**config.mk**
```make
export PLATFORM = sky130hd
export DESIGN_NAME = mcm_cfg_mgmt
export DESIGN_NICKNAME = d
export VERILOG_FILES = /design/src/mcm_pkg.sv /design/src/mcm_cfg_mgmt.sv
export VERILOG_INCLUDE_DIRS = /design/src
export SDC_FILE = /design/constraint.sdc
export NUM_CORES = 1
export LEC_CHECK = 0
export ABC_AREA = 0
export BUFFER_PORTS_ARGS = -buffer_cell sky130_fd_sc_hd__buf_2
export CORE_AREA = 2 2 461 463
export DETAILED_ROUTE_END_ITERATION = 12
export DIE_AREA = 0 0 463 465
export PLACE_DENSITY = 0.31
export SETUP_SLACK_MARGIN = 0.2
export SLEW_MARGIN = 5
export SYNTH_ARGS = -nofsm -noshare
export SYNTH_HDL_FRONTEND = slang
export SYNTH_SLANG_ARGS = --single-unit
```
**constraint.sdc**
```tcl
create_clock -name SYS_CLK -period 2.25 [get_ports SYS_CLK]
set_input_delay 0.1125 -clock SYS_CLK [delete_from_list [all_inputs] [get_ports SYS_CLK]]
set_output_delay 0.1125 -clock SYS_CLK [all_outputs]
set_load 0.02 [all_outputs]
```
**src/mcm_params.svh**
```systemverilog
// constants for the mac configuration access block
`ifndef MCM_PARAMS_SVH
`define MCM_PARAMS_SVH
// vector widths
`define MCM_TX_W          368
`define MCM_RX_W          96
`define MCM_BASE_W        80
`define MCM_PRIO_N        8
`define MCM_TX_REG_W      384
// management bus word map (word index = byte address / 4)
`define MCM_TX_WORDS      9'h00C
`define MCM_RX_WORD0      9'h010
`define MCM_RX_WORDS      9'h003
`define MCM_STAT_WORD     9'h018
`define MCM_RESP_OKAY     2'h0
`define MCM_RESP_SLVERR   2'h2
// bits of the base vectors that act at once (reset and flow control)
`define MCM_TX_IMM_MASK   80'hFF00_0000_0000_0000_0061
`define MCM_RX_IMM_MASK   80'h0000_0000_0000_0000_0021
// transmit field positions
`define MCM_TX_FC_BIT     5
`define MCM_TX_RESUME_BIT 6
`define MCM_PFC_EN_LSB    72
`define MCM_PFC_LSB       96
`define MCM_PFC_STRIDE    32
`define MCM_REFRESH_OFS   16
`define MCM_LEG_REF_LSB   352
// one pause quantum (512 bit times at 10 Gb/s) and the clock period
`define MCM_QUANTA_PS     51200
`define MCM_CLK_PS        50000
`define MCM_QUANTA_CYC    ((`MCM_QUANTA_PS / `MCM_CLK_PS) < 1 ? 1 : (`MCM_QUANTA_PS / `MCM_CLK_PS))
`endif

```
**src/mcm_pkg.sv**
```systemverilog
// types shared by the mac configuration access block
`include "mcm_params.svh"
package mcm_pkg;
	// complete state of the block
	typedef struct packed {
		logic [`MCM_TX_REG_W-1:0]          tx_reg;      // bus-written transmit words
		logic [`MCM_RX_W-1:0]              rx_reg;      // bus-written receive words
		logic [`MCM_TX_W-1:0]              tx_app;      // applied transmit vector
		logic [`MCM_RX_W-1:0]              rx_app;      // applied receive vector
		logic [1:0]                        sync1;       // status pin stage 1
		logic [1:0]                        sync2;       // status pin stage 2
		logic [1:0]                        sync3;       // status pin stage 3
		logic [1:0]                        status;      // filtered status
		logic                              awready;     // write address ready
		logic                              wready;      // write data ready
		logic                              bvalid;      // write response valid
		logic [1:0]                        bresp;       // write response code
		logic                              arready;     // read address ready
		logic                              rvalid;      // read data valid
		logic [1:0]                        rresp;       // read response code
		logic [31:0]                       rdata;       // read data
		logic [7:0]                        qdiv;        // quanta tick divider
		logic                              pause_req_d; // last legacy request
		logic [15:0]                       pause_cnt;   // legacy quanta count
		logic                              pause_send;  // pause frame strobe
		logic                              resume_send; // resume frame strobe
		logic [`MCM_PRIO_N-1:0]            pfc_req_d;   // last priority requests
		logic [`MCM_PRIO_N-1:0]            pfc_send;    // priority frame strobes
		logic [`MCM_PRIO_N-1:0][15:0]      pfc_cnt;     // priority quanta counts
		logic [`MCM_PRIO_N-1:0][15:0]      pfc_quanta;  // quanta put into frames
	} mcm_state_s;
endpackage

```
**src/mcm_cfg_mgmt.sv**
```systemverilog
// configuration access layer of a 10g ethernet mac
//
// Functional notes
// - optional 32-bit management slave reaches configuration
// - without bus, configuration vectors are used
// - 80-bit tx/rx vectors, 2-bit status output
// - priority build widens vectors to 368/96 bits
// - changes apply after frame; reset/flow immediate
// - priority build gives level-held on/off pause
// - held request: pause, then refresh at value
// - release with auto resume sends resume frame
// - each priority refreshes at own 16-bit value
// - enabled priority inserts its own quanta value
`timescale 1ns/1ns
`include "mcm_params.svh"

module mcm_cfg_mgmt
	import mcm_pkg::*;
#(
	parameter bit MGMT_EN = 1'h0, // build with the management bus
	parameter bit PFC_EN  = 1'h1  // build with priority flow control
) (
	input  wire logic                   SYS_CLK,
	input  wire logic                   RESET_N,
	input  wire logic [10:0]            S_AXI_AWADDR,
	input  wire logic                   S_AXI_AWVALID,
	output wire logic                   S_AXI_AWREADY,
	input  wire logic [31:0]            S_AXI_WDATA,
	input  wire logic                   S_AXI_WVALID,
	output wire logic                   S_AXI_WREADY,
	output wire logic [1:0]             S_AXI_BRESP,
	output wire logic                   S_AXI_BVALID,
	input  wire logic                   S_AXI_BREADY,
	input  wire logic [10:0]            S_AXI_ARADDR,
	input  wire logic                   S_AXI_ARVALID,
	output wire logic                   S_AXI_ARREADY,
	output wire logic [31:0]            S_AXI_RDATA,
	output wire logic [1:0]             S_AXI_RRESP,
	output wire logic                   S_AXI_RVALID,
	input  wire logic                   S_AXI_RREADY,
	input  wire logic [`MCM_TX_W-1:0]   TX_CFG_IN,
	input  wire logic [`MCM_RX_W-1:0]   RX_CFG_IN,
	input  wire logic                   TX_FRAME_BUSY,
	input  wire logic                   RX_FRAME_BUSY,
	input  wire logic [1:0]             STATUS_IN,
	input  wire logic                   PAUSE_REQ,
	input  wire logic [`MCM_PRIO_N-1:0] PFC_REQ,
	output wire logic [`MCM_TX_W-1:0]   TX_CFG_OUT,
	output wire logic [`MCM_RX_W-1:0]   RX_CFG_OUT,
	output wire logic [1:0]             MAC_STATUS,
	output wire logic                   PAUSE_SEND,
	output wire logic                   RESUME_SEND,
	output wire logic [`MCM_PRIO_N-1:0] PFC_SEND,
	output wire logic [127:0]           PFC_QUANTA
);

	////////////////////////////////////////////////////////////////////////////////
	// declarations

	mcm_state_s                   r;           // registered state
	mcm_state_s                   n;           // next state
	logic [`MCM_TX_W-1:0]         tx_src;      // selected transmit source
	logic [`MCM_RX_W-1:0]         rx_src;      // selected receive source
	logic [`MCM_TX_W-1:0]         tx_imm;      // transmit bits that act at once
	logic [`MCM_RX_W-1:0]         rx_imm;      // receive bits that act at once
	logic [`MCM_TX_W-1:0]         tx_keep;     // transmit bits present in this build
	logic [`MCM_RX_W-1:0]         rx_keep;     // receive bits present in this build
	logic [8:0]                   wword;       // write word index
	logic [8:0]                   rword;       // read word index
	logic                         wr_go;       // write accepted this cycle
	logic                         rd_go;       // read accepted this cycle
	logic                         tick;        // one pause quantum elapsed
	logic                         leg_req;     // legacy request, flow control on
	logic [`MCM_PRIO_N-1:0]       pfc_req;     // enabled priority requests
	logic [`MCM_PRIO_N-1:0]       pfc_fire;    // priority frame due
	logic [`MCM_PRIO_N-1:0][15:0] pfc_cnt_nxt; // next priority counts
	logic [`MCM_PRIO_N-1:0][15:0] pfc_q_nxt;   // next inserted quanta

	////////////////////////////////////////////////////////////////////////////////
	// source selection and masks

	// bus registers replace the vector inputs when the bus is built
	assign tx_src  = MGMT_EN ? r.tx_reg[`MCM_TX_W-1:0] : TX_CFG_IN;
	assign rx_src  = MGMT_EN ? r.rx_reg : RX_CFG_IN;
	// every priority field is flow control, so it acts at once
	assign tx_imm  = {{(`MCM_TX_W-`MCM_BASE_W){1'h1}}, `MCM_TX_IMM_MASK};
	assign rx_imm  = {{(`MCM_RX_W-`MCM_BASE_W){1'h1}}, `MCM_RX_IMM_MASK};
	// upper bits only exist in the priority build
	assign tx_keep = {{(`MCM_TX_W-`MCM_BASE_W){PFC_EN}}, {`MCM_BASE_W{1'h1}}};
	assign rx_keep = {{(`MCM_RX_W-`MCM_BASE_W){PFC_EN}}, {`MCM_BASE_W{1'h1}}};
	assign wword   = S_AXI_AWADDR[10:2];
	assign rword   = S_AXI_ARADDR[10:2];
	assign wr_go   = r.awready & S_AXI_AWVALID & S_AXI_WVALID;
	assign rd_go   = r.arready & S_AXI_ARVALID;
	assign tick    = (r.qdiv == 8'(`MCM_QUANTA_CYC - 1));
	assign leg_req = PAUSE_REQ & r.tx_app[`MCM_TX_FC_BIT];

	////////////////////////////////////////////////////////////////////////////////
	// per-priority pause logic

	// each priority owns a quanta word and the refresh word just above it
	for (genvar p = 0; p < `MCM_PRIO_N; p++) begin : g_prio
		localparam int QL = `MCM_PFC_LSB + p * `MCM_PFC_STRIDE;
		localparam int RL = QL + `MCM_REFRESH_OFS;
		// request counts only when that priority is enabled
		assign pfc_req[p]     = PFC_EN & PFC_REQ[p] & r.tx_app[`MCM_PFC_EN_LSB + p];
		// first frame on assertion, then one each time the count meets refresh
		assign pfc_fire[p]    = pfc_req[p] &
			(!r.pfc_req_d[p] | (tick & (r.pfc_cnt[p] == r.tx_app[RL +: 16])));
		assign pfc_cnt_nxt[p] = (!pfc_req[p] || pfc_fire[p]) ? 16'h0000 :
			(tick ? r.pfc_cnt[p] + 16'h0001 : r.pfc_cnt[p]);
		// quanta of an enabled and asserted priority go into the frame
		assign pfc_q_nxt[p]   = pfc_req[p] ? r.tx_app[QL +: 16] : 16'h0000;

	end

	////////////////////////////////////////////////////////////////////////////////
	// next state

	// all state changes are computed here
	always_comb begin
		n = r;
		// status pins: three stages, change taken once stages two and three agree
		n.sync1 = STATUS_IN;
		n.sync2 = r.sync1;
		n.sync3 = r.sync2;
		if (r.sync2 == r.sync3) begin
			n.status = r.sync3;
		end
		// deferred bits wait for the frame to end, immediate bits pass now
		if (TX_FRAME_BUSY) begin
			n.tx_app = ((r.tx_app & ~tx_imm) | (tx_src & tx_imm)) & tx_keep;
		end else begin
			n.tx_app = tx_src & tx_keep;
		end
		if (RX_FRAME_BUSY) begin
			n.rx_app = ((r.rx_app & ~rx_imm) | (rx_src & rx_imm)) & rx_keep;
		end else begin
			n.rx_app = rx_src & rx_keep;
		end
		// write channel: address and data taken together, one at a time
		n.awready = 1'h0;
		n.wready  = 1'h0;
		if (MGMT_EN && S_AXI_AWVALID && S_AXI_WVALID && !r.awready && !r.bvalid) begin
			n.awready = 1'h1;
			n.wready  = 1'h1;
		end
		if (wr_go) begin
			n.bvalid = 1'h1;
			n.bresp  = `MCM_RESP_OKAY;
			if (wword < `MCM_TX_WORDS) begin
				n.tx_reg[{wword[3:0], 5'h00} +: 32] = S_AXI_WDATA;
			end else if (wword >= `MCM_RX_WORD0 && wword < `MCM_RX_WORD0 + `MCM_RX_WORDS) begin
				n.rx_reg[{wword[1:0], 5'h00} +: 32] = S_AXI_WDATA;
			end else begin
				n.bresp = `MCM_RESP_SLVERR; // unmapped or read-only word
			end
		end else if (r.bvalid && S_AXI_BREADY) begin
			n.bvalid = 1'h0;
		end
		// read channel: one outstanding read
		n.arready = 1'h0;
		if (MGMT_EN && S_AXI_ARVALID && !r.arready && !r.rvalid) begin
			n.arready = 1'h1;
		end
		if (rd_go) begin
			n.rvalid = 1'h1;
			n.rresp  = `MCM_RESP_OKAY;
			n.rdata  = 32'h0000_0000;
			if (rword < `MCM_TX_WORDS) begin
				n.rdata = r.tx_reg[{rword[3:0], 5'h00} +: 32];
			end else if (rword >= `MCM_RX_WORD0 && rword < `MCM_RX_WORD0 + `MCM_RX_WORDS) begin
				n.rdata = r.rx_reg[{rword[1:0], 5'h00} +: 32];
			end else if (rword == `MCM_STAT_WORD) begin
				n.rdata = {30'h0000_0000, r.status}; // live status
			end else begin
				n.rresp = `MCM_RESP_SLVERR; // unmapped word
			end
		end else if (r.rvalid && S_AXI_RREADY) begin
			n.rvalid = 1'h0;
		end
		// quanta divider
		n.qdiv = tick ? 8'h00 : r.qdiv + 8'h01;
		// legacy pause as an on/off interface
		n.pause_req_d = leg_req;
		n.pause_send  = 1'h0;
		n.resume_send = 1'h0;
		if (leg_req && !r.pause_req_d) begin
			n.pause_send = 1'h1;
			n.pause_cnt  = 16'h0000;
		end else if (leg_req && PFC_EN && tick) begin
			// refresh only exists in the priority build
			if (r.pause_cnt == r.tx_app[`MCM_LEG_REF_LSB +: 16]) begin
				n.pause_send = 1'h1;
				n.pause_cnt  = 16'h0000;
			end else begin
				n.pause_cnt = r.pause_cnt + 16'h0001;
			end
		end else if (!leg_req) begin
			n.pause_cnt = 16'h0000;
			// release with auto resume sends a resume frame unprompted
			if (r.pause_req_d && PFC_EN && r.tx_app[`MCM_TX_RESUME_BIT]) begin
				n.resume_send = 1'h1;
			end
		end
		// priority pause strobes and counts
		n.pfc_req_d  = pfc_req;
		n.pfc_send   = pfc_fire;
		n.pfc_cnt    = pfc_cnt_nxt;
		n.pfc_quanta = pfc_q_nxt;
	end

	////////////////////////////////////////////////////////////////////////////////
	// state register

	// whole state clears on reset
	always_ff @(posedge SYS_CLK or negedge RESET_N) begin
		if (!RESET_N) begin
			r <= '0;
		end else begin
			r <= n;
		end
	end

	////////////////////////////////////////////////////////////////////////////////
	// outputs, all straight from the state register

	assign S_AXI_AWREADY = r.awready;
	assign S_AXI_WREADY  = r.wready;
	assign S_AXI_BRESP   = r.bresp;
	assign S_AXI_BVALID  = r.bvalid;
	assign S_AXI_ARREADY = r.arready;
	assign S_AXI_RDATA   = r.rdata;
	assign S_AXI_RRESP   = r.rresp;
	assign S_AXI_RVALID  = r.rvalid;
	assign TX_CFG_OUT    = r.tx_app;
	assign RX_CFG_OUT    = r.rx_app;
	assign MAC_STATUS    = r.status;
	assign PAUSE_SEND    = r.pause_send;
	assign RESUME_SEND   = r.resume_send;
	assign PFC_SEND      = r.pfc_send;
	assign PFC_QUANTA    = r.pfc_quanta;
endmodule

```
==> results.toml <==
[yosys]
synthMuxAreaShare_pct = 5.16
synth_cell_types = 47
synthesis.area_sq_um = 32500
async_reset_ff_share_pct = 100
synth_top_family_by_area = "buffers and inverters"
postSynthCellCount = 2597
synth_fa_ha_area_share_pct = 0.424
synth-xor-area-share_pct = 7.39
ys_ff_latch = 771
yosys_warnings = 0
synth-simple-area-share_pct = 10.1
synth_compound_area_share_pct = 1.41
ys.flop_type = "dfrtp_1"
synth-edff-count = 0
avgSynthCellArea_sq_um = 12.5
yosysSeqAreaShare_pct = 59.4

[critical_path]
critPathCaptureType = "register"
slowest_delay_ns = 0.47
crit_top_cell = "buf_12"
arrival_ns = 3.00
start_kind = "register"
path_delay_family = "simple AND/OR/NAND/NOR gates"
path_cells = "inv_1 > ha_2 > or4b_4 > buf_6 > nor2_8 > buf_12 > nand3_4 > o311ai_4 > buf_12 > buf_16 > nor2_4"
r2r_slack_ns = -0.14
crit_path_top_delay_cell = "or4b_4"
critPathKind = "register to register"
crit_fanout = 8
cp.required_ns = 2.86
crit_buf_inv = 5

[clock_tree]
clock_latency_ns = 0.75
cts_buffer_depth = 3
cts_tree = "yes"
ctsRootBufferMaster = "clkbuf_16"
cts.clk_slew.worst_paths_ns = 0.06
numCtsBuffers = 100
cts_max_level = 3
cts_sinks = 771

[timing]
hold_viol = 0
slew_headroom_pct = 60.3
final.setup.tns_ns = -8.92
rsz0062_at_grt = "true"
period_share_pct = 106
maxSlewViolCount = 0
fin_skew_ns = 0.0456
tightest_slew_ns = 0.594
fmax_ghz = 0.419
min_period_ns = 2.39
setup_viol_count_final = 115
fin_ws_ns = -0.139

[floorplanning]
die_h_um = 465
io_pins = 1183
initial_core_util_pct = 15.4
die_area_sq_um = 215000
coreArea_sq_um = 211000
rows = 169
fp.dieW_um = 463

[outcome]
status = "finished, violations left"
failed_checks = "negative setup slack"

[grt]
grt_antenna_before_repair = 19
overflow = 0
grtUsageTotal_pct = 12.1
grt_pass1_vias = 25200
grt_pass1_wl_mm = 188
grt_max_degree = 92

[power_and_ir_drop]
p_leak_nw = 23.2
ir_worst_vdd_v = 0.000547
power.density_nw_per_um2 = 738

[drt]
wl_per_cell_um = 19.1
firstDrtPassIters = 6
via_per_inst = 3.34
first_iter_violations = 950
routed_wirelength_mm = 133
vias = 23200
drc = 0
drtAntennaViolNets = 0

[cells_and_area]
layout_commonest_cell = "buf_2"
fin_nets = 4588
area_growth_pct = 54.5
final_cell_mix = "buf_2 (1080), dlygate4sd3_1 (792), dfrtp_1 (771)"
drive_above_1_share_pct = 40.1
fillers = 22700
post-route-util_pct = 23.8

[placed_design]
hpwl_mm = 102
gp_congestion = 0.783
portBuffers = 1082

[worst_hold_path]
hold_class = "input port to register"

[job]
drv_cap = 0
==> layer usage <==
metal	routed length [um]	track usage [%]	vias to the layer above
met5	13	0	-
met4	4040	3.97	2
met3	7620	3.10	181
met2	66100	20.6	666
met1	55000	14.7	11600
li1	-	-	10800
==> per-stage QoR <==
stage	cell area, sq um	setup slack, ns	cells	total power, mW	hold WS, ns
floorplan	32600	0.0579	2637	17.6	-0.183
global placement	37600	-0.126	5944	18.8	0.154
detailed placement	37600	-0.109	5944	18.8	0.160
CTS	49300	-0.117	6928	37.9	0.000424
global route	50100	-0.248	6948	38.8	0.0120
finish	50200	-0.139	6952	37.0	0.0811
==> worst register-to-register path, delay by kind of cell, from the launching register on <==
kind	cells	cell delay (ns)
adder cells (fa/ha/maj)	1	0.17
flip-flops	1	0.38
AO/OA/AOI/OAI	1	0.26
buffers and inverters	5	0.69
AND/OR/NAND/NOR	4	0.74
==> state kept, by name, indices dropped and copies added (netlist names) <==
signal,count
RESUME_SEND,1
TX_CFG_OUT,368
PAUSE_SEND,1
PFC_SEND,8
RX_CFG_OUT,96
PFC_QUANTA,128
r,163
MAC_STATUS,2
n,4
==> repair_timing <==
item / in CTS / in global routing
pin swaps: 6 / 73
endpoints found under the hold margin: 1383 / 0
endpoints found under the setup margin: 152 / 153
buffers inserted: 5 / 12
cloned: 1 / 4
gates resized for setup: 24 / 164
hold buffers: 792 / 0
==> cell type report <==
cell class	count	area, sq um	area share [%]
diodes	8	20.0	0.0399
repair buffers	2009	14800	29.6
clock buffers	141	2820	5.62
multi-input cells	1136	8840	17.6
inverters	21	78.8	0.157
well taps	2821	3530	7.04
clock inverters	45	738	1.47
flip-flops and latches	771	19300	38.5
==> cells in the mapped netlist, types with 2 or more instances <==
cell type	count	area, sq um
a21boi_0	8	60.1
a21oi_1	13	65.1
a31oi_1	5	31.3
and2_1	13	81.3
and3_1	149	932
and4_1	14	123
buf_1	9	33.8
buf_2	10	50.1
buf_4	644	4830
buf_6	5	56.3
clkbuf_1	41	154
dfrtp_1	771	19300
ha_1	11	138
inv_1	21	78.8
mux2_2	147	1660
mux2i_1	2	20.0
nand2_1	85	319
nand2b_1	2	12.5
nand3_1	61	305
nand3_2	4	40.0
nand4_1	43	269
nor2_1	157	589
nor3_1	22	110
nor3_2	3	30.0
nor4_1	37	231
nor4_4	3	63.8
o21ai_0	5	25.0
o22ai_1	2	12.5
o311ai_4	8	210
or3_1	9	56.3
or3b_1	3	26.3
or4_1	2	15.0
or4_4	2	22.5
xnor2_1	113	990
xor2_1	161	1410
==> power breakdown <==
group | internal (mW) | switching (mW) | total, mW | leakage (nW)
clock network | 10.4 | 6.93 | 17.3 | 1.71
registers | 14.5 | 0.456 | 15.0 | 9.60
logic | 2.17 | 2.49 | 4.66 | 11.9
==> final timing paths <==
kind / startpoint / to / cells after the start
min in group asynchronous: RESET_N / TX_CFG_OUT[217] / 3
max in group asynchronous: RESET_N / PFC_QUANTA[124] / 3
hold / removal: TX_CFG_IN[319] / TX_CFG_OUT[319] / 2
setup reg to reg: r[291] / r[255] / 11
hold reg to reg: n[345] / n[343] / 0
setup / recovery: r[291] / r[255] / 11
==> cell families after synthesis <==
kind of cell | count (synthesis)
multiplexers | 149
flip-flops | 771
buffers and inverters | 730
XOR/XNOR | 274
other | 1
AO/OA/AOI/OAI | 47
adder cells (fa/ha/maj) | 11
AND/OR/NAND/NOR | 614
(Power assumes the default switching activity.)
